## config.mk

```make
export PLATFORM = sky130hd
export DESIGN_NAME = imc_top
export DESIGN_NICKNAME = d
export VERILOG_FILES = /design/src/verilog/imc_pkg.sv /design/src/verilog/imc_rate_if.sv /design/src/verilog/imc_rate_gen.sv /design/src/verilog/imc_sync.sv /design/src/verilog/imc_top.sv
export SDC_FILE = /design/constraint.sdc
export NUM_CORES = 1
export LEC_CHECK = 0
export ABC_AREA = 0
export BUFFER_PORTS_ARGS = -buffer_cell sky130_fd_sc_hd__buf_2
export CORE_UTILIZATION = 25
export DETAILED_ROUTE_END_ITERATION = 6
export RECOVER_POWER = 25
export SLEW_MARGIN = 20
export SYNTH_ARGS = -nofsm -noshare
export SYNTH_HDL_FRONTEND = slang
export SYNTH_HIERARCHICAL = 1
export SYNTH_SLANG_ARGS = --single-unit
```

## constraint.sdc

```tcl
create_clock -name clk -period 4.12 [get_ports clk]
set_input_delay 0.618 -clock clk [delete_from_list [all_inputs] [get_ports clk]]
set_output_delay 0.618 -clock clk [all_outputs]
set_load 0.01 [all_outputs]
```

## src/verilog/imc_pkg.sv

```systemverilog
// package: register map, field positions and state types of the command controller
package imc_pkg;
  // ------------------------------------------------------------
  // register indices, byte address is four times the index
  // ------------------------------------------------------------
  localparam int         AW          = 10;
  localparam logic [7:0] IDX_PCTRL   = 8'h00;
  localparam logic [7:0] IDX_CMDCTRL = 8'h04;
  localparam logic [7:0] IDX_DBG     = 8'h08;
  localparam logic [7:0] IDX_RATE    = 8'h0a;
  localparam logic [7:0] IDX_IENCLR  = 8'h0c;
  localparam logic [7:0] IDX_IENSET  = 8'h0d;
  localparam logic [7:0] IDX_FLAGS   = 8'h0e;
  localparam logic [7:0] IDX_STATUS  = 8'h10;
  localparam logic [7:0] IDX_ADDR    = 8'h14;
  localparam logic [7:0] IDX_DATA    = 8'h18;
  localparam logic [7:0] IDX_SYNC    = 8'h1c;
  // ------------------------------------------------------------
  // field positions
  // ------------------------------------------------------------
  localparam int BIT_ENABLE  = 1;
  localparam int BIT_ACKSEL  = 18;
  localparam int CMD_LSB     = 16;
  localparam int BIT_QUICK   = 9;
  localparam int BIT_AUTOACK = 8;
  localparam int BIT_HALTDBG = 0;
  localparam int BIT_RB      = 1;
  localparam int BIT_WB      = 0;
  localparam int BIT_OPBUSY  = 2;
  localparam int BIT_CLKHOLD = 7;
  localparam int BIT_RXNACK  = 2;
  // ------------------------------------------------------------
  // reset values and counts
  // ------------------------------------------------------------
  localparam logic [15:0] RATE_RST = 16'h0000;
  localparam logic [1:0]  SYNC_CYC = 2'h2;
  localparam logic [3:0]  NB_TX    = 4'h9;
  localparam logic [3:0]  NB_RX    = 4'h8;
  localparam logic [3:0]  NB_ACK   = 4'h1;
  // ------------------------------------------------------------
  // types
  // ------------------------------------------------------------
  typedef enum logic [2:0] {
    ST_IDLE = 3'h0, ST_START = 3'h1, ST_BITS = 3'h3,
    ST_HOLD = 3'h2, ST_RSTART = 3'h6, ST_STOP = 3'h7
  } imc_state_e;
  typedef enum logic [1:0] {MD_TX = 2'h0, MD_RX = 2'h1, MD_ACK = 2'h2} imc_mode_e;
  typedef enum logic [1:0] {
    ACT_NONE = 2'h0, ACT_RSTART = 2'h1, ACT_READ = 2'h2, ACT_STOP = 2'h3
  } imc_act_e;
endpackage

```

## src/verilog/imc_rate_if.sv

```systemverilog
// interface: controls and phase tick between sequencer and scl rate generator
`timescale 1ns/10ps
interface imc_rate_if;
  logic        run;
  logic        halt;
  logic        stretch;
  logic        scl_level;
  logic        tick;
  logic [15:0] rate;
  modport ctl (output run, halt, stretch, scl_level, rate, input tick);
  modport gen (input run, halt, stretch, scl_level, rate, output tick);
endinterface

```

## src/verilog/imc_rate_gen.sv

```systemverilog
// scl rate generator: counts the high and low phase of each scl period
`timescale 1ns/10ps
module imc_rate_gen
  import imc_pkg::*;
(
  input wire logic clk,
  input wire logic rst_n,
  imc_rate_if.gen  rif
);
  typedef struct packed {
    logic [7:0] cnt;
  } imc_gen_s;

  imc_gen_s   s_q, s_d;
  logic [7:0] lowp;
  logic [7:0] period;

  always_comb begin
    // low field zero means the rate field sets both phases
    lowp     = (rif.rate[15:8] != 8'h00) ? rif.rate[15:8] : rif.rate[7:0];
    period   = rif.scl_level ? rif.rate[7:0] : lowp;
    // a debug halt freezes the count rather than clearing it
    rif.tick = rif.run && !rif.halt && !rif.stretch && (s_q.cnt >= period);
    s_d      = s_q;
    if (!rif.run || rif.tick) begin
      s_d.cnt = 8'h00;
    end else if (!rif.halt && !rif.stretch) begin
      s_d.cnt = s_q.cnt + 8'h01;
    end
  end

  always_ff @(posedge clk or negedge rst_n) begin
    if (!rst_n) begin
      s_q <= '0;
    end else begin
      s_q <= s_d;
    end
  end
endmodule // imc_rate_gen

```

## src/verilog/imc_sync.sv

```systemverilog
// two flip-flop synchroniser for pin-level inputs
`timescale 1ns/10ps
module imc_sync
  import imc_pkg::*;
#(
  parameter int W = 1
)(
  input  wire logic         clk,
  input  wire logic         rst_n,
  input  wire logic [W-1:0] d,
  output logic      [W-1:0] q
);
  typedef struct packed {
    logic [W-1:0] meta;
    logic [W-1:0] stable;
  } imc_sync_s;

  imc_sync_s s_q, s_d;

  always_comb begin
    s_d        = s_q;
    s_d.meta   = d;
    s_d.stable = s_q.meta;
  end

  always_ff @(posedge clk or negedge rst_n) begin
    if (!rst_n) begin
      s_q <= '0;
    end else begin
      s_q <= s_d;
    end
  end

  assign q = s_q.stable;
endmodule // imc_sync

```

## src/verilog/imc_top.sv

```systemverilog
// two-wire master command controller: registers, byte sequencer, acknowledge and commands
// How it works
// - after a received byte, ack when response select is 0, nack when 1
// - ack response goes out on a command, or on a data read with auto ack
// - command field launches an operation and always reads back zero
// - ack only in read transfers; in write transfers commands give restart or stop
// - ack select written with a command is applied before that command runs
// - command 1: ack response, repeated start, then the held address
// - each issued command raises the system operation busy bit until synced
// - command 0 does nothing; command 2 reads another byte only in read direction
// - command 3: ack response, then a stop condition
// - command field and ack select stay writable while enabled
// - bit 9 enables quick command, writable only while disabled
// - with auto ack set, reading the data byte sends the ack response
// - with halt on debug set, the rate generator stops during debug halt
// - non-zero low period field sets the scl low time
// - rate field sets high time, and both times when low field is zero
// - writing 1 to enable-clear bits disables that interrupt; 0 does nothing
// - writing 1 to enable-set bits enables that interrupt; 0 does nothing
// - set and clear registers share one enable state and read it back
// - enable-protected fields accept writes only while disabled
// - read byte flag sets after a received byte and holds scl low
// - write byte flag sets after a sent byte other than an acked read address without quick command, and holds scl low
`timescale 1ns/10ps
module imc_top
  import imc_pkg::*;
#(
  parameter int DATA_W = 32
)(
  input  wire logic              clk,
  input  wire logic              rst_n,
  input  wire logic [AW-1:0]     bus_addr,
  input  wire logic [DATA_W-1:0] bus_wdata,
  input  wire logic              bus_we,
  input  wire logic              bus_re,
  output logic      [DATA_W-1:0] bus_rdata,
  input  wire logic              scl_in,
  output logic                   scl_out,
  output logic                   scl_oe_n,
  input  wire logic              sda_in,
  output logic                   sda_out,
  output logic                   sda_oe_n,
  input  wire logic              debug_halt,
  output logic                   irq
);
  // ------------------------------------------------------------
  // state
  // ------------------------------------------------------------
  typedef struct packed {
    imc_state_e        st;
    imc_mode_e         md;
    imc_act_e          act;
    logic              scl;
    logic              sda;
    logic              adr_phase;
    logic [8:0]        sh;
    logic [3:0]        nb;
    logic              en;
    logic              ack_sel;
    logic              qc;
    logic              auto_ack;
    logic              halt_dbg;
    logic [15:0]       rate;
    logic [1:0]        ien;
    logic [1:0]        flg;
    logic [7:0]        addr;
    logic [7:0]        rxd;
    logic              rxnack;
    logic [1:0]        sync_cnt;
    logic [DATA_W-1:0] rdata;
  } imc_top_s;

  localparam imc_top_s TOP_RST = '{st: ST_IDLE, md: MD_TX, act: ACT_NONE, scl: 1'b1,
                                   sda: 1'b1, sh: 9'h1ff, rate: RATE_RST, default: '0};

  imc_top_s   s_q, s_d;
  logic       scl_s, sda_s, dbg_s;
  logic       wr_cmd, wr_addr, wr_data, rd_data;
  logic       hold, rd_dir, ack_new, op_busy, tick;
  logic       cmd_go, addr_go, dwr_go, drd_go;
  logic [1:0] cmd, clr;
  logic [1:0] setf;
  logic       launch, ack_go, ack_v;
  imc_act_e   la;

  function automatic logic hit(input logic [AW-1:0] a, input logic [7:0] idx);
    return a[AW-1:2] == idx;
  endfunction

  function automatic imc_state_e act_st(input imc_act_e a);
    case (a)
      ACT_READ:   return ST_BITS;
      ACT_RSTART: return ST_RSTART;
      ACT_STOP:   return ST_STOP;
      default:    return ST_HOLD;
    endcase
  endfunction

  // ------------------------------------------------------------
  // pins and rate generator
  // ------------------------------------------------------------
  imc_sync #(.W(3)) u_sync (
    .clk   (clk),
    .rst_n (rst_n),
    .d     ({debug_halt, sda_in, scl_in}),
    .q     ({dbg_s, sda_s, scl_s})
  );

  imc_rate_if rif ();

  imc_rate_gen u_rate (
    .clk   (clk),
    .rst_n (rst_n),
    .rif   (rif.gen)
  );

  assign rif.run       = s_q.en && (s_q.st != ST_IDLE) && (s_q.st != ST_HOLD);
  assign rif.halt      = s_q.halt_dbg && dbg_s;
  // a slave stretching scl keeps the high phase from counting
  assign rif.stretch   = s_q.scl && !scl_s;
  assign rif.scl_level = s_q.scl;
  assign rif.rate      = s_q.rate;
  assign tick          = rif.tick;

  // ------------------------------------------------------------
  // decode
  // ------------------------------------------------------------
  assign wr_cmd  = bus_we && hit(bus_addr, IDX_CMDCTRL);
  assign wr_addr = bus_we && hit(bus_addr, IDX_ADDR);
  assign wr_data = bus_we && hit(bus_addr, IDX_DATA);
  assign rd_data = bus_re && hit(bus_addr, IDX_DATA);
  assign hold    = s_q.st == ST_HOLD;
  assign rd_dir  = s_q.addr[0];
  assign cmd     = bus_wdata[CMD_LSB+1:CMD_LSB];
  assign ack_new = wr_cmd ? bus_wdata[BIT_ACKSEL] : s_q.ack_sel;
  assign op_busy = s_q.sync_cnt != 2'h0;
  // no flag set means nothing to act on, so the command is dropped
  assign cmd_go  = wr_cmd && (cmd != ACT_NONE) && (s_q.flg != 2'h0) && hold
                   && (rd_dir || (cmd != ACT_READ));
  assign addr_go = wr_addr && s_q.en && (s_q.st == ST_IDLE || hold);
  assign dwr_go  = wr_data && hold && !rd_dir;
  assign drd_go  = rd_data && hold && rd_dir && s_q.auto_ack;
  assign clr     = ((bus_we && hit(bus_addr, IDX_FLAGS)) ? bus_wdata[1:0] : 2'h0)
                   | {2{wr_addr || dwr_go || drd_go || cmd_go}};

  // ------------------------------------------------------------
  // next state
  // ------------------------------------------------------------
  always_comb begin
    s_d     = s_q;
    setf    = 2'h0;
    launch  = 1'b0;
    ack_go  = 1'b0;
    ack_v   = s_q.ack_sel;
    la      = s_q.act;
    s_d.rdata = '0;

    if (bus_we && hit(bus_addr, IDX_PCTRL)) begin
      s_d.en = bus_wdata[BIT_ENABLE];
    end
    if (wr_cmd) begin
      s_d.ack_sel = bus_wdata[BIT_ACKSEL];
      if (!s_q.en) begin
        s_d.qc       = bus_wdata[BIT_QUICK];
        s_d.auto_ack = bus_wdata[BIT_AUTOACK];
      end
    end
    if (bus_we && hit(bus_addr, IDX_DBG)) begin
      s_d.halt_dbg = bus_wdata[BIT_HALTDBG];
    end
    if (bus_we && hit(bus_addr, IDX_RATE) && !s_q.en) begin
      s_d.rate = bus_wdata[15:0];
    end
    if (bus_we && hit(bus_addr, IDX_IENCLR)) begin
      s_d.ien = s_q.ien & ~bus_wdata[1:0];
    end
    if (bus_we && hit(bus_addr, IDX_IENSET)) begin
      s_d.ien = s_q.ien | bus_wdata[1:0];
    end

    case (s_q.st)
      ST_IDLE: begin
        if (addr_go) begin
          s_d.addr = bus_wdata[7:0];
          s_d.st   = ST_START;
          s_d.sda  = 1'b0;
        end
      end
      ST_START: begin
        if (tick) begin
          s_d.scl       = 1'b0;
          s_d.st        = ST_BITS;
          s_d.md        = MD_TX;
          s_d.adr_phase = 1'b1;
          s_d.sh        = {s_q.addr, 1'b1};
          s_d.nb        = NB_TX;
          s_d.sda       = s_q.addr[7];
        end
      end
      ST_BITS: begin
        if (tick && !s_q.scl) begin
          s_d.scl = 1'b1;
        end else if (tick) begin
          s_d.scl = 1'b0;
          s_d.sh  = {s_q.sh[7:0], sda_s};
          s_d.nb  = s_q.nb - 4'h1;
          s_d.sda = s_q.sh[7];
          if (s_q.nb == 4'h1) begin
            s_d.sda       = 1'b1;
            s_d.st        = ST_HOLD;
            s_d.adr_phase = 1'b0;
            case (s_q.md)
              MD_TX: begin
                s_d.rxnack = sda_s;
                // quick command stops after the address in either direction
                if (s_q.adr_phase && rd_dir && !sda_s && !s_q.qc) begin
                  launch = 1'b1;
                  la     = ACT_READ;
                end else begin
                  setf[BIT_WB] = 1'b1;
                end
              end
              MD_RX: begin
                s_d.rxd      = {s_q.sh[6:0], sda_s};
                setf[BIT_RB] = 1'b1;
              end
              default: launch = 1'b1;
            endcase
          end
        end
      end
      ST_HOLD: begin
        // scl stays driven low here until the next operation
        if (addr_go) begin
          s_d.addr = bus_wdata[7:0];
          la       = ACT_RSTART;
          ack_go   = rd_dir;
          launch   = !rd_dir;
        end else if (cmd_go) begin
          la     = imc_act_e'(cmd);
          ack_v  = ack_new;
          ack_go = rd_dir;
          launch = !rd_dir;
        end else if (dwr_go) begin
          s_d.st  = ST_BITS;
          s_d.md  = MD_TX;
          s_d.sh  = {bus_wdata[7:0], 1'b1};
          s_d.nb  = NB_TX;
          s_d.sda = bus_wdata[7];
        end else if (drd_go) begin
          la     = ACT_READ;
          ack_go = 1'b1;
        end
      end
      ST_RSTART: begin
        if (tick && !s_q.scl) begin
          s_d.scl = 1'b1;
        end else if (tick) begin
          s_d.sda = 1'b0;
          s_d.st  = ST_START;
        end
      end
      ST_STOP: begin
        if (tick && !s_q.scl) begin
          s_d.scl = 1'b1;
        end else if (tick) begin
          s_d.sda = 1'b1;
          s_d.st  = ST_IDLE;
        end
      end
      default: s_d.st = ST_IDLE;
    endcase

    if (ack_go) begin
      s_d.st  = ST_BITS;
      s_d.md  = MD_ACK;
      s_d.act = la;
      s_d.nb  = NB_ACK;
      s_d.sh  = {ack_v, 8'hff};
      s_d.sda = ack_v;
    end
    if (launch) begin
      s_d.st  = act_st(la);
      s_d.act = la;
      s_d.md  = MD_RX;
      s_d.sh  = 9'h1ff;
      s_d.nb  = NB_RX;
      s_d.sda = la != ACT_STOP;
    end
    if (!s_q.en) begin
      s_d.st  = ST_IDLE;
      s_d.scl = 1'b1;
      s_d.sda = 1'b1;
    end

    // a flag raised in the cycle of its clear survives
    s_d.flg = (s_q.flg & ~clr) | setf;

    if (cmd_go) begin
      s_d.sync_cnt = SYNC_CYC;
    end else if (op_busy) begin
      s_d.sync_cnt = s_q.sync_cnt - 2'h1;
    end

    if (bus_re) begin
      case (bus_addr[AW-1:2])
        IDX_PCTRL:   s_d.rdata[BIT_ENABLE] = s_q.en;
        IDX_CMDCTRL: begin
          s_d.rdata[BIT_ACKSEL]  = s_q.ack_sel;
          s_d.rdata[BIT_QUICK]   = s_q.qc;
          s_d.rdata[BIT_AUTOACK] = s_q.auto_ack;
        end
        IDX_DBG:     s_d.rdata[BIT_HALTDBG] = s_q.halt_dbg;
        IDX_RATE:    s_d.rdata[15:0] = s_q.rate;
        IDX_IENCLR,
        IDX_IENSET:  s_d.rdata[1:0] = s_q.ien;
        IDX_FLAGS:   s_d.rdata[1:0] = s_q.flg;
        IDX_STATUS:  begin
          s_d.rdata[BIT_CLKHOLD] = hold;
          s_d.rdata[BIT_RXNACK]  = s_q.rxnack;
        end
        IDX_ADDR:    s_d.rdata[7:0] = s_q.addr;
        IDX_DATA:    s_d.rdata[7:0] = s_q.rxd;
        IDX_SYNC:    s_d.rdata[BIT_OPBUSY] = op_busy;
        default:     s_d.rdata = '0;
      endcase
    end
  end

  always_ff @(posedge clk or negedge rst_n) begin
    if (!rst_n) begin
      s_q <= TOP_RST;
    end else begin
      s_q <= s_d;
    end
  end

  // ------------------------------------------------------------
  // outputs
  // ------------------------------------------------------------
  // open drain: only ever pull low, release otherwise
  assign scl_out   = 1'b0;
  assign sda_out   = 1'b0;
  assign scl_oe_n  = s_q.scl;
  assign sda_oe_n  = s_q.sda;
  assign irq       = |(s_q.flg & s_q.ien);
  assign bus_rdata = s_q.rdata;
endmodule // imc_top
```

---- After elaboration in Yosys (flattened, before gate mapping) ----
Cells that the tools add are included.
cells by class
  add/sub/neg operators ................... 3
  $lt $le $gt $ge ......................... 1
  equal/unequal tests ..................... 50
  multiplexer cells ....................... 96
  bitwise operators ....................... 10
  reduce and logical (&&, ||, !) cells .... 78
operators by type and width
  kind                                                   number
  two-way mux 12 bit                                     5
  inequality test 5 bit, second input constant           9
  equality test 8 x 4 -> 1 bit, second input constant    5
  two-way mux 2 bit                                      20
  case mux 12 bit (3 select lines)                       1
  logical AND 1 bit                                      34
  equality test 8 x 5 -> 1 bit, second input constant    4
  two-way mux 16 bit                                     2
  two-way mux 8 bit                                      4
  two-way mux 1 bit                                      31
  two-way mux 3 bit                                      9
  AND reduction 12 bit                                   2
  two-way mux 5 bit                                      4
  AND reduction 5 bit                                    4
  two-way mux 19 bit                                     1
  case mux 1 bit (6 select lines)                        3
  case mux 3 bit (6 select lines)                        1
  inequality test 4 bit, second input constant           4
  nonzero test 2 bit                                     8
  two-way mux 15 bit                                     1
  two-way mux 7 bit                                      2
  inequality test 2 bit, second input constant           6
  inequality test 4 x 2 -> 1 bit, second input constant  3
  case mux 2 bit (2 select lines)                        3
  41 further kinds                                       72
storage, ports and cells
  flip-flop bits (word level) ............. 112
  input bits .............................. 49
  output and inout bits ................... 37
  word-level logic and storage cells ...... 262

---- Depth between registers and ports, before layout ----
Gate-level depths: netlist of run 1.
  word-level depth ........................ 14
  gate-level depth with buffers ........... 17
  gate-level depth less buffers ........... 16

---- Modules after synthesis ----
Netlist of run 1, hierarchy kept.
modules (own cells, without submodules)
  module        instances  cells an instance  area an instance (µm²)  sequential area each (µm²)
  imc_top       1          458                4608.2                  2089.5
  imc_rate_gen  1          80                 737.0                   200.2
  imc_sync      1          6                  150.1                   150.1

---- Worst setup path after synthesis of run 1 ----
No wires, ideal clock.
  path kind ............................... reg-to-reg
  from .................................... reg s_q, in the netlist rif.rate[10]
  to ...................................... reg s_q[97] (netlist name)
  setup time .............................. 0.146 ns
  arrival time ............................ 3.967 ns
  data required time ...................... 3.974 ns
  setup slack ............................. 0.007 ns
  cell stages (with the launch flop) ...... 17
  buffers on the path ..................... 0
  period minus slack after synthesis ...... 4.113 ns
  cell sequence ........................... dfrtp_1 > or4_1 > nor4_2 > nand2b_1 > nand2_4 > mux2_4 > ha_1 > nand2b_1 > a2111oi_2 > nor3_1 > o211a_1 > inv_1 > o21ai_0 > a21o_1 > a221oi_1 > and2_1 > o311ai_0
between the ends
  word-level cells in the longest chain between the ends .. 10
  elaborated cells between the ends (all ways) .. 24
  those cells by class .................... 1 x order compare; 12 x eq/ne; 7 x mux; 4 x reduce/logical
ends and longest elaborated chain
  what                                                                        line                source
  start, declared                                                             imc_top.sv:76       imc_top_s s_q, s_d;
  start signal, assigned                                                      imc_top.sv:332      s_q <= TOP_RST;
  start signal, assigned                                                      imc_top.sv:334      s_q <= s_d;
  nonzero test 8 bit                                                          imc_rate_gen.sv:20  lowp = (rif.rate[15:8] != 8'h00) ? rif.rate[15:8] : rif.rate[7:0];
  two-way mux 8 bit *                                                         imc_rate_gen.sv:20
  two-way mux 8 bit *                                                         imc_rate_gen.sv:21  period = rif.scl_level ? rif.rate[7:0] : lowp;
  greater-or-equal comparator 8 bit *                                         imc_rate_gen.sv:23  rif.tick = rif.run && !rif.halt && !rif.stretch && (s_q.cnt >= period);
  logical AND 1 bit *                                                         imc_rate_gen.sv:23
  named net rif.tick                                                          imc_rate_if.sv:8    logic tick;
  two-way mux 1 bit or logical AND 1 bit (tied branches)                      -
  two-way mux 1 bit                                                           imc_top.sv:201      if (tick && !s_q.scl) begin
  case mux 1 bit (2 select lines)                                             imc_top.sv:181      case (s_q.st)
  inequality test 5 bit (no source line), or another cell as far along        -
  AND reduction 12 bit (no source line) or two-way mux 3 bit (tied branches)  -
Mark *: on every way through the listed nets, which the timed path passes. The rest lies on a longest branch.
A chain may end at the register's enable or synchronous reset.

---- Worst setup path after layout of run 1 ----
  from .................................... reg s_q, in the netlist rif.rate[15]
  to ...................................... reg s_q[96] (netlist name)
between the ends
  word-level cells in the longest chain between the ends .. 12
  elaborated cells between the ends (all ways) .. 31
  those cells by class .................... 1 x order compare; 15 x eq/ne; 11 x mux; 4 x reduce/logical
ends and longest elaborated chain
  what                                                                 line                source
  nonzero test 8 bit                                                   imc_rate_gen.sv:20
  two-way mux 8 bit *                                                  imc_rate_gen.sv:20
  two-way mux 8 bit *                                                  imc_rate_gen.sv:21
  greater-or-equal comparator 8 bit *                                  imc_rate_gen.sv:23
  logical AND 1 bit *                                                  imc_rate_gen.sv:23
  named net rif.tick                                                   imc_rate_if.sv:8
  two-way mux 2 bit or logical AND 1 bit (tied branches)               -
  two-way mux 2 bit                                                    imc_top.sv:201
  case mux 2 bit (2 select lines)                                      imc_top.sv:181
  equality test 2 bit or equality test 2 x 1 -> 1 bit (tied branches)  imc_top.sv:91       case (a)
  case mux 3 bit (3 select lines)                                      imc_top.sv:91
  two-way mux 7 bit                                                    imc_top.sv:282      if (launch) begin
  two-way mux 3 bit                                                    imc_top.sv:290      if (!s_q.en) begin
Marked as above.

==> impl_metrics.tcl, run 1 <==
set metrics [dict create \
    core_region_area_mm2 0.0213 \
    area_delta_synth_final_pct 18.2 \
    vias_per_cell 4.97 \
    finalSetupViolCount 0 \
    synth_compound_area_share_pct 17.1 \
    yosysTopAreaCell "dfrtp_1" \
    yosys.area_share.simple_pct 18.4 \
    numCtsBuffers 9 \
    synth_top_area_share_pct 39.6 \
    vdd_drop_max_mv 0.202 \
    busiest_layer "met2" \
    crit_path_end "s_q[96]" \
    clkSinkCount 97 \
    max_cap_violations 1 \
    relSlewSlack_pct -73.4 \
    synth_top_family_by_area "simple AND/OR/NAND/NOR gates" \
    report.final.slew_viol_count 50 \
    ctsHtreeMaxLevel 3 \
    leakagePower_nw 2.96 \
    antenna_found_initial 3 \
    crit_path_start "rif.rate[15]" \
    rows 53 \
    slowest_stage "or4_4" \
    grt_pass1_vias 4316 \
    status "finished, violations left" \
    nets 664 \
    synth_xor_area_share_pct 0.159 \
    cp_data_arrival_time_ps 4200 \
    seq_area_frac_synth_pct 44.4 \
    timing.rr.end "s_q[96]" \
    cts_max_path_buffers 2 \
    drive_gt1_share_pct 30.3 \
    cts_root_buf "clkbuf_16" \
    use_met2_pct 21.2 \
    holdPathStages 0 \
    grt_use_met1_pct 18.2 \
    placed_area_mm2 0.00607 \
    ys_ff_latch 97 \
    fmax_ghz 0.255 \
    clkLatencyLatePin_ps 360 \
    grt_pass1_wl_um 23500 \
    synth.area.top_cells "dfrtp_1 (40%), mux2_2 (6.8%), buf_4 (4.9%), dfstp_2 (4.8%), nand2_1 (3.3%)" \
    postRouteAntennaNets 0 \
    max_stage_delay_ps 560 \
    power_density_mw_per_mm2 364 \
    finalClockSkew_ps 9.72 \
    worstRegToRegCells 16 \
    use_met3_pct 2.45 \
    clk_pin_slew_ps 70 \
    postSynthAreaPerCell_um2 10.1 \
    crit_path_start_kind "flip-flop" \
    fin_crit_ps 3910 \
    gp_congestion 0.897 \
    synth_edf_count 0 \
    crit_type "reg2reg" \
    diodes 0 \
    yosysMostFrequentCell "dfrtp_1" \
    dieArea_mm2 0.0226 \
    die_h_um 150 \
    post-dp-hpwl_um 10900 \
    cts_tree "yes" \
    cp-end-kind "flip-flop" \
    drc_errors 0 \
    synth_cell_types 72 \
    numPortBuffers 53 \
    crit_required_ps 4410 \
    synth_fa_ha_area_share_pct 2.73 \
    tightest_slew_ps 2600 \
    grt_start_max_net_pins 50 \
    wirelength_um 14500 \
    fin_area_mm2 0.00650 \
    netlist_instances 544 \
    ctsHoldBuffers 0 \
    crit_path_cell_trace "or4_4 > nor4_4 > nand2b_1 > nand2_4 > mux2_4 > ha_4 > nand2b_4 > a2111oi_4 > nor3_2 > o211a_1 > buf_6 > and4_4 > o21ai_1 > o31ai_2 > a2111oi_1 > o31a_1" \
    drt_iter0_markers 302 \
    synth_flop_cell "dfrtp_1" \
    rrSetupSlack_ps 210 \
    wl_per_cell_um 16.4 \
    die_w_um 150 \
    start_util_pct 25.8 \
    setup-tns-final_ps 0 \
    synth-async-reset-ratio_pct 100 \
    hold_viol_final 0 \
    hp-class "reg2reg" \
    first_pass_iters 5 \
    via_count 4388 \
    grt_use_total_pct 13.6 \
    synth.mux.area_fraction_pct 9.45 \
    crit_fanout 3 \
    rsz0062_at_grt "no" \
    violations "capacitance limit, slew limit" \
    min_period_over_period_pct 95.0 \
    ys_warn_count 6 \
    synthesis.area_mm2 0.00550 \
    gr-total-overflow 0 \
    ys_top_cells_by_count "dfrtp_1 (87), nand2_1 (49), nor2_1 (38), buf_4 (36), mux2_2 (33)" \
    regToRegStartpoint "rif.rate[15]" \
    ioPinCount 86 \
]
[per-layer routing]
layer	vias up	wire length, um
li1	2065	-
met1	2145	6470
met2	146	6800
met3	28	810
met4	4	378
met5	-	23
[worst max-delay path: cells and delay by family (launching register included)]
kind / cells / cell delay, ps
flops: 1 / 390
mux: 1 / 310
fa+ha+maj: 1 / 210
buf+inv: 1 / 150
simple gates: 7 / 1330
compound gates: 6 / 1480
[registers in the layout (all words and copies together) (netlist names), named ones only]
name	flops
bus_rdata	17
scl_oe_n	1
u_rate/s_q	8
rd_dir	1
u_sync/q	3
u_sync/s_d	3
rif.rate	16
s_q	45
sda_oe_n	1
[per-stage QoR]
step / hold slack, ps / total power (W) / std cells / util, % / worst slack, ps
global placement: 336 / 0.00145 / 865 / 28.5 / -122
finish: 362 / 0.00236 / 883 / 30.5 / 206
floorplan: 322 / 0.00135 / 560 / - / 7.37
global route: 352 / 0.00249 / 883 / 30.5 / 11.3
CTS: 296 / 0.00239 / 883 / 30.3 / 29.4
detailed placement: 350 / 0.00146 / 865 / 28.5 / -167
[worst min path at each step]
stage,start,to,slack (ps)
after floorplan,rst_n,async pin,320
after global placement,u_sync/s_d[1],u_sync/q[1],340
after detailed placement,u_sync/s_d[1],u_sync/q[1],350
after CTS,rst_n,rif.rate[15],300
after global routing,scl_in,u_sync/s_d[0],350
final,u_sync/s_d[1],u_sync/q[1],360
[layout make-up]
class	count	area (um^2)
Timing Repair Buffer	90	561
Clock buffer	10	229
Tap cell	275	344
Sequential cell	97	2440
Inverter	13	48.8
Multi-Input combinational cell	392	2790
Clock inverter	6	90.1
Fill cell	2205	14800
[layout by cell type (no fill, tap or decap), drive strengths merged, types with 4 or more instances in the layout]
cell type  count
inv           15
and3          13
o211ai         4
nand2b         4
nand2         50
a21oi         30
a222oi         6
dfrtp         87
ha            12
o311ai         6
conb          17
nor2b         14
nor3           7
and2           6
a22oi         12
buf           88
dfstp         10
o21a           6
a22o           4
nand4          4
o31a           4
nand3         22
clkbuf        12
mux2i         11
o21ai         25
o31ai          5
nor4           6
nor2          38
mux2          34
[cells by family after synthesis]
kind of cell,after synthesis
XOR/XNOR,1
flip-flops,97
AND/OR/NAND/NOR,189
multiplexers,46
other,1
adder cells (fa/ha/maj),12
AO/OA/AOI/OAI,127
buffers and inverters,71
[where the power goes]
part           total, W  internal [W]  switching (W)
Clock          0.000911      0.000536       0.000376
Combinational  0.000331      0.000151       0.000180
Sequential      0.00112       0.00106      0.0000636
Total           0.00236       0.00174       0.000619
[timing repair]
| action | 4_1_cts | 5_1_grt |
|---|---|---|
| endpoints found under the setup margin | 16 | 21 |
| buffers inserted | 2 | 0 |
| resized for setup | 10 | 14 |
| pin swaps | 6 | 9 |
No activity file was read; power rests on OpenSTA's default activity.
==> run 2, diff against run 1 <==
CORE_UTILIZATION = 40   (was 25)
GPL_TIMING_DRIVEN = 0   (was not set)
==> run 2 against run 1 <==
Effect of this change:
- register-to-register slack got worse by 90 ps
- first-iteration DRC count rose by 34%
- cell area rose by 1.7%
- the run still ends with capacitance limit, slew limit left
- die area fell by 37%
- wire length rose by 1.5%
- hold slack got worse by 7.2 ps
- via count rose by 3.8%
- non-clock buffer count rose by 34
==> impl_metrics.tcl, run 2 (synthesized netlist as in run 1, its figures left out) <==
set metrics [dict create \
    area_delta_synth_final_pct 20.2 \
    vias_per_cell 5.57 \
    clkLatencyLatePin_ps 350 \
    wirelength_um 14700 \
    die_w_um 119 \
    fin_crit_ps 4000 \
    hold_viol_final 0 \
    hp-class "reg2reg" \
    cp_data_arrival_time_ps 4230 \
    via_count 4554 \
    layout_commonest_cell "dfrtp_1" \
    post-place-ws_ps -707 \
    ctsHtreeMaxLevel 3 \
    fmax_ghz 0.250 \
    largest_register_ffs 45 \
    grt_pass1_wl_um 23500 \
    crit_type "reg2reg" \
    clk_pin_slew_ps 70 \
    grt_pass1_vias 4386 \
    ioPinCount 86 \
    post-dp-hpwl_um 10800 \
    crit_fanout 6 \
    relSlewSlack_pct -18.9 \
    drive_gt1_share_pct 32.2 \
    rows 42 \
    crit_required_ps 4340 \
    nets 698 \
    diodes 0 \
    finalSetupViolCount 0 \
    drc_errors 0 \
    nFillCells 1255 \
    vdd_drop_max_mv 0.189 \
    die_h_um 119 \
    clkSinkCount 97 \
    crit_path_start_kind "flip-flop" \
    postRouteAntennaNets 0 \
    antenna_found_initial 0 \
    start_util_pct 41.3 \
    numPortBuffers 50 \
    wl_per_cell_um 18.0 \
    core_region_area_mm2 0.0133 \
    numCtsBuffers 9 \
    drt_iter0_markers 406 \
    final_cell_mix "dfrtp_1 (87), buf_2 (54), buf_4 (50)" \
    cp-end-kind "flip-flop" \
    cts_tree "yes" \
    report.final.slew_viol_count 74 \
    regMostFlops "s_q" \
    finalClockSkew_ps 11.7 \
    leakagePower_nw 3.09 \
    dieArea_mm2 0.0142 \
    tightest_slew_ps 1780 \
    ctsHoldBuffers 0 \
    max_cap_violations 1 \
    min_period_over_period_pct 97.2 \
    grt_start_max_net_pins 74 \
    gr-total-overflow 0 \
    violations "capacitance limit, slew limit" \
    total_power_w 0.00237 \
    gp_congestion 0.877 \
    grt_use_total_pct 21.6 \
    power_density_mw_per_mm2 359 \
    cts_root_buf "clkbuf_16" \
    cts_max_path_buffers 2 \
    first_pass_iters 5 \
    fin_ws_ps 116 \
    status "finished, violations left" \
]
[run 2: worst max-delay path: stages (launching register included)]
cell and delay (ps):
dfrtp_1 390, or4_4 550, nor4_4 180, nand2b_1 130, nand2_4 90, mux2_4 320
ha_4 210, nand2b_4 140, a2111oi_4 400, nor3_2 110, o211a_4 320, inv_4 100
o21ai_4 70, a21o_1 210, a221oi_4 360, and2_4 220, o311ai_2 80
[run 2: per-layer routing]
metal	global-route usage [%]	share of wire [%]	up-vias
met4	7.59	1.9	0
met3	3.35	4.7	24
met2	36.4	50	123
met1	28.0	44	2272
li1	-	-	2135
met5	0	0	-
[run 2: repair_timing]
item	in CTS	in global routing
resized for setup	15	13
endpoints found under the hold margin	0	0
pin swaps	8	7
setup buffers	8	7
setup endpoints to repair	29	25
[run 2: final timing paths]
| kind | start | endpoint | slack, ps | depth (start not counted) |
|---|---|---|---|---|
| worst max-delay path | rif.rate[12] | s_q[97] | 120 | 16 |
| worst min-delay path | u_sync/s_d[2] | u_sync/q[2] | 350 | 0 |
| worst max register to register | rif.rate[12] | s_q[97] | 120 | 16 |
| worst min register to register | u_sync/s_d[2] | u_sync/q[2] | 350 | 0 |
| max in group asynchronous | rst_n | s_q[94] | 1140 | 2 |
| min in group asynchronous | rst_n | s_q[51] | 560 | 1 |
[run 2: layout make-up]
type	count	area (um^2)	area share [%]
well taps	176	220	3.33
plain buffers	58	374	5.66
repair buffers	66	379	5.74
clock inverters	5	78.8	1.19
clock buffers	11	233	3.52
multi-input cells	392	2830	42.8
flip-flops and latches	97	2440	36.9
inverters	13	51.3	0.777
[run 2: report_power, final]
part / internal (W) / leakage (nW) / total (W) / switching, W
Sequential: 0.00106 / 1.28 / 0.00112 / 0.0000659
Clock: 0.000533 / 0.154 / 0.000899 / 0.000366
Combinational: 0.000160 / 1.65 / 0.000347 / 0.000187
[run 2: metrics by stage]
step | std cells | hold WS [ps] | area (um^2) | util (%) | setup TNS [ps]
6_report | 818 | 354 | 6610 | 49.7 | 0
5_1_grt | 818 | 362 | 6610 | 49.7 | -115
3_3_place_gp | 786 | 335 | 6030 | 45.3 | -7600
4_1_cts | 811 | 119 | 6510 | 49.0 | 0
3_5_place_dp | 787 | 345 | 6070 | 45.6 | -8540
2_1_floorplan | 560 | 322 | 5560 | - | 0
==> run 3, diff against run 2 <==
CORE_UTILIZATION = 45   (was 40)
PLACE_DENSITY = 0.68   (was not set)
==> run 3 against run 2 <==
Effect of this change:
- the run still ends with capacitance limit, slew limit left
- sequential power is essentially flat
- via count grew 1.7%
- clock power shrank 5.3%
- first-iteration DRC count decreased by 3.9%
- register-to-register slack got worse by 30 ps
- count of clock-buffer cells in the layout shrank 1
- worst setup slack got worse by 27 ps
- critical endpoint unchanged
- critical path type unchanged
- non-clock buffer count is 2 lower
- final cell count fell by 4.3%
- wire length is 0.44% higher
- power fell by 1.9%
- flip-flop and latch count unchanged
==> impl_metrics.tcl, run 3 (synthesized netlist as in run 1, its figures left out) <==
set metrics [dict create \
    internal_power_w 0.00169 \
    ioPinCount 86 \
    hold_viol_final 0 \
    crit_path_cell_trace "or4_4 > nor4_4 > nand2b_1 > nand2_4 > mux2_4 > ha_4 > nand2b_4 > a2111oi_4 > nor3_2 > o211a_4 > inv_4 > o21ai_2 > a21o_1 > a221oi_4 > and2_4 > o311ai_2" \
    finalSetupViolCount 0 \
    ctsHoldBuffers 0 \
    fin_ws_ps 88.4 \
    slowest_stage "or4_4" \
    pwr-share-comb_pct 15.1 \
    leakagePower_nw 3.07 \
    die_w_um 113 \
    report.final.slew_viol_count 74 \
    violations "capacitance limit, slew limit" \
    regToRegStartpoint "rif.rate[12]" \
    clk_pin_slew_ps 70 \
    timing.rr.end "s_q[97]" \
    vias_per_cell 5.91 \
    holdPathStages 0 \
    post-place-ws_ps -590 \
    drt_iter0_markers 390 \
    max_cap_violations 1 \
    layout.cells.non_filler 783 \
    area_delta_synth_final_pct 19.0 \
    fin_crit_ps 4030 \
    numPortBuffers 50 \
    post-dp-hpwl_um 10500 \
    clkLatencyLatePin_ps 360 \
    first_pass_iters 7 \
    hp-class "reg2reg" \
    min_from "u_sync/s_d[2]" \
    min_period_over_period_pct 97.9 \
    nets 696 \
    grt_start_max_net_pins 74 \
    largest_register_ffs 45 \
    cts_tree "yes" \
    rows 39 \
    grt_use_total_pct 24.3 \
    nFillCells 1015 \
    gr-total-overflow 0 \
    numCtsBuffers 9 \
    tightest_slew_ps 1760 \
    cpLargestDelayFamily "simple AND/OR/NAND/NOR gates" \
    crit_buf_inv 1 \
    finalClockSkew_ps 8.97 \
    antenna_found_initial 0 \
    p_clk_share_pct 36.6 \
    gp_congestion 0.878 \
    grt_pass1_vias 4434 \
    crit_required_ps 4340 \
    whs_endpoint "u_sync/q[2]" \
    postRouteAntennaNets 0 \
    wirelength_um 14800 \
    clkSinkCount 97 \
    placed_area_mm2 0.00602 \
    via_count 4631 \
    crit_type "reg2reg" \
    layout_commonest_cell "dfrtp_1" \
    drc_errors 0 \
    crit_path_start_kind "flip-flop" \
    rsz0062_at_grt "yes" \
    max_stage_delay_ps 570 \
    status "finished, violations left" \
    dieArea_mm2 0.0127 \
    worstRegToRegCells 16 \
    fmax_ghz 0.248 \
    core_region_area_mm2 0.0117 \
    rrSetupSlack_ps 90 \
    wl_per_cell_um 18.9 \
    setup-tns-final_ps 0 \
    grt_pass1_wl_um 23600 \
    power_density_mw_per_mm2 356 \
    drive_gt1_share_pct 32.3 \
    swShare_pct 27.3 \
    dpl.cell_count 754 \
    cp_data_arrival_time_ps 4250 \
    fin_area_mm2 0.00654 \
    cts_max_path_buffers 2 \
    cp-end-kind "flip-flop" \
    vdd_drop_max_mv 0.193 \
    crit_fanout 6 \
    relSlewSlack_pct -17.4 \
    start_util_pct 47.1 \
    regMostFlops "s_q" \
    final_cell_mix "dfrtp_1 (87), buf_2 (54), nand2_1 (49)" \
    netSwitchingPower_w 0.000636 \
    die_h_um 113 \
    diodes 0 \
    cts_root_buf "clkbuf_16" \
    seqPwrFrac_pct 48.3 \
    ctsHtreeMaxLevel 3 \
]
[run 3: power groups by stage]
stage	registers [W]	logic (W)	clock network (W)
after global routing	0.00113	0.000389	0.000904
after detailed placement	0.00114	0.000326	0
after floorplan	0.00112	0.000230	0
final	0.00112	0.000351	0.000851
after CTS	0.00112	0.000344	0.000865
after global placement	0.00114	0.000308	0
[run 3: cell type report]
cell class,instances,area (um^2),area share (%)
well taps,143,179,2.74
inverters,13,51.3,0.784
multi-input cells,392,2840,43.4
repair buffers,64,364,5.57
clock inverters,6,67.6,1.03
flip-flops and latches,97,2440,37.3
plain buffers,58,374,5.72
clock buffers,10,229,3.50
[run 3: worst register-to-register path: stages, from the launching register on]
cell,delay (ps)
dfrtp_1,400
or4_4,570
nor4_4,190
nand2b_1,150
nand2_4,110
mux2_4,310
ha_4,210
nand2b_4,140
a2111oi_4,380
nor3_2,110
o211a_4,310
inv_4,80
o21ai_2,50
a21o_1,210
a221oi_4,370
and2_4,230
o311ai_2,80
[run 3: metrics by stage]
stage               hold slack [ps]  power, W  util, %
CTS                             119   0.00233     55.2
detailed placement              335   0.00147     51.7
global route                    352   0.00243     56.1
global placement                334   0.00144     51.3
floorplan                       322   0.00135        -
finish                          347   0.00233     56.1
[run 3: what timing repair did]
item                                    CTS  global route
pin swaps                                 9            13
resized for setup                        13            16
setup buffers                             8             5
endpoints found under the setup margin   27            26
[run 3: routing by layer]
layer | global-route usage (%) | vias up | wire, um
met3 | 4.00 | 39 | 790
met5 | 0 | - | 0
met2 | 39.5 | 198 | 7050
met4 | 12.5 | 0 | 515
met1 | 31.6 | 2267 | 6410
li1 | - | 2127 | -
[run 3: how the worst max path moves through the flow]
stage	start	depth (start not counted)	slack, ps	end
floorplan	rif.rate[10]	16	7	s_q[97]
CTS	rif.rate[10]	16	3	s_q[97]
finish	rif.rate[12]	16	90	s_q[97]
global route	rif.rate[12]	16	-40	s_q[97]
global placement	rif.rate[10]	16	-580	sda_oe_n
detailed placement	rif.rate[10]	16	-590	s_q[97]
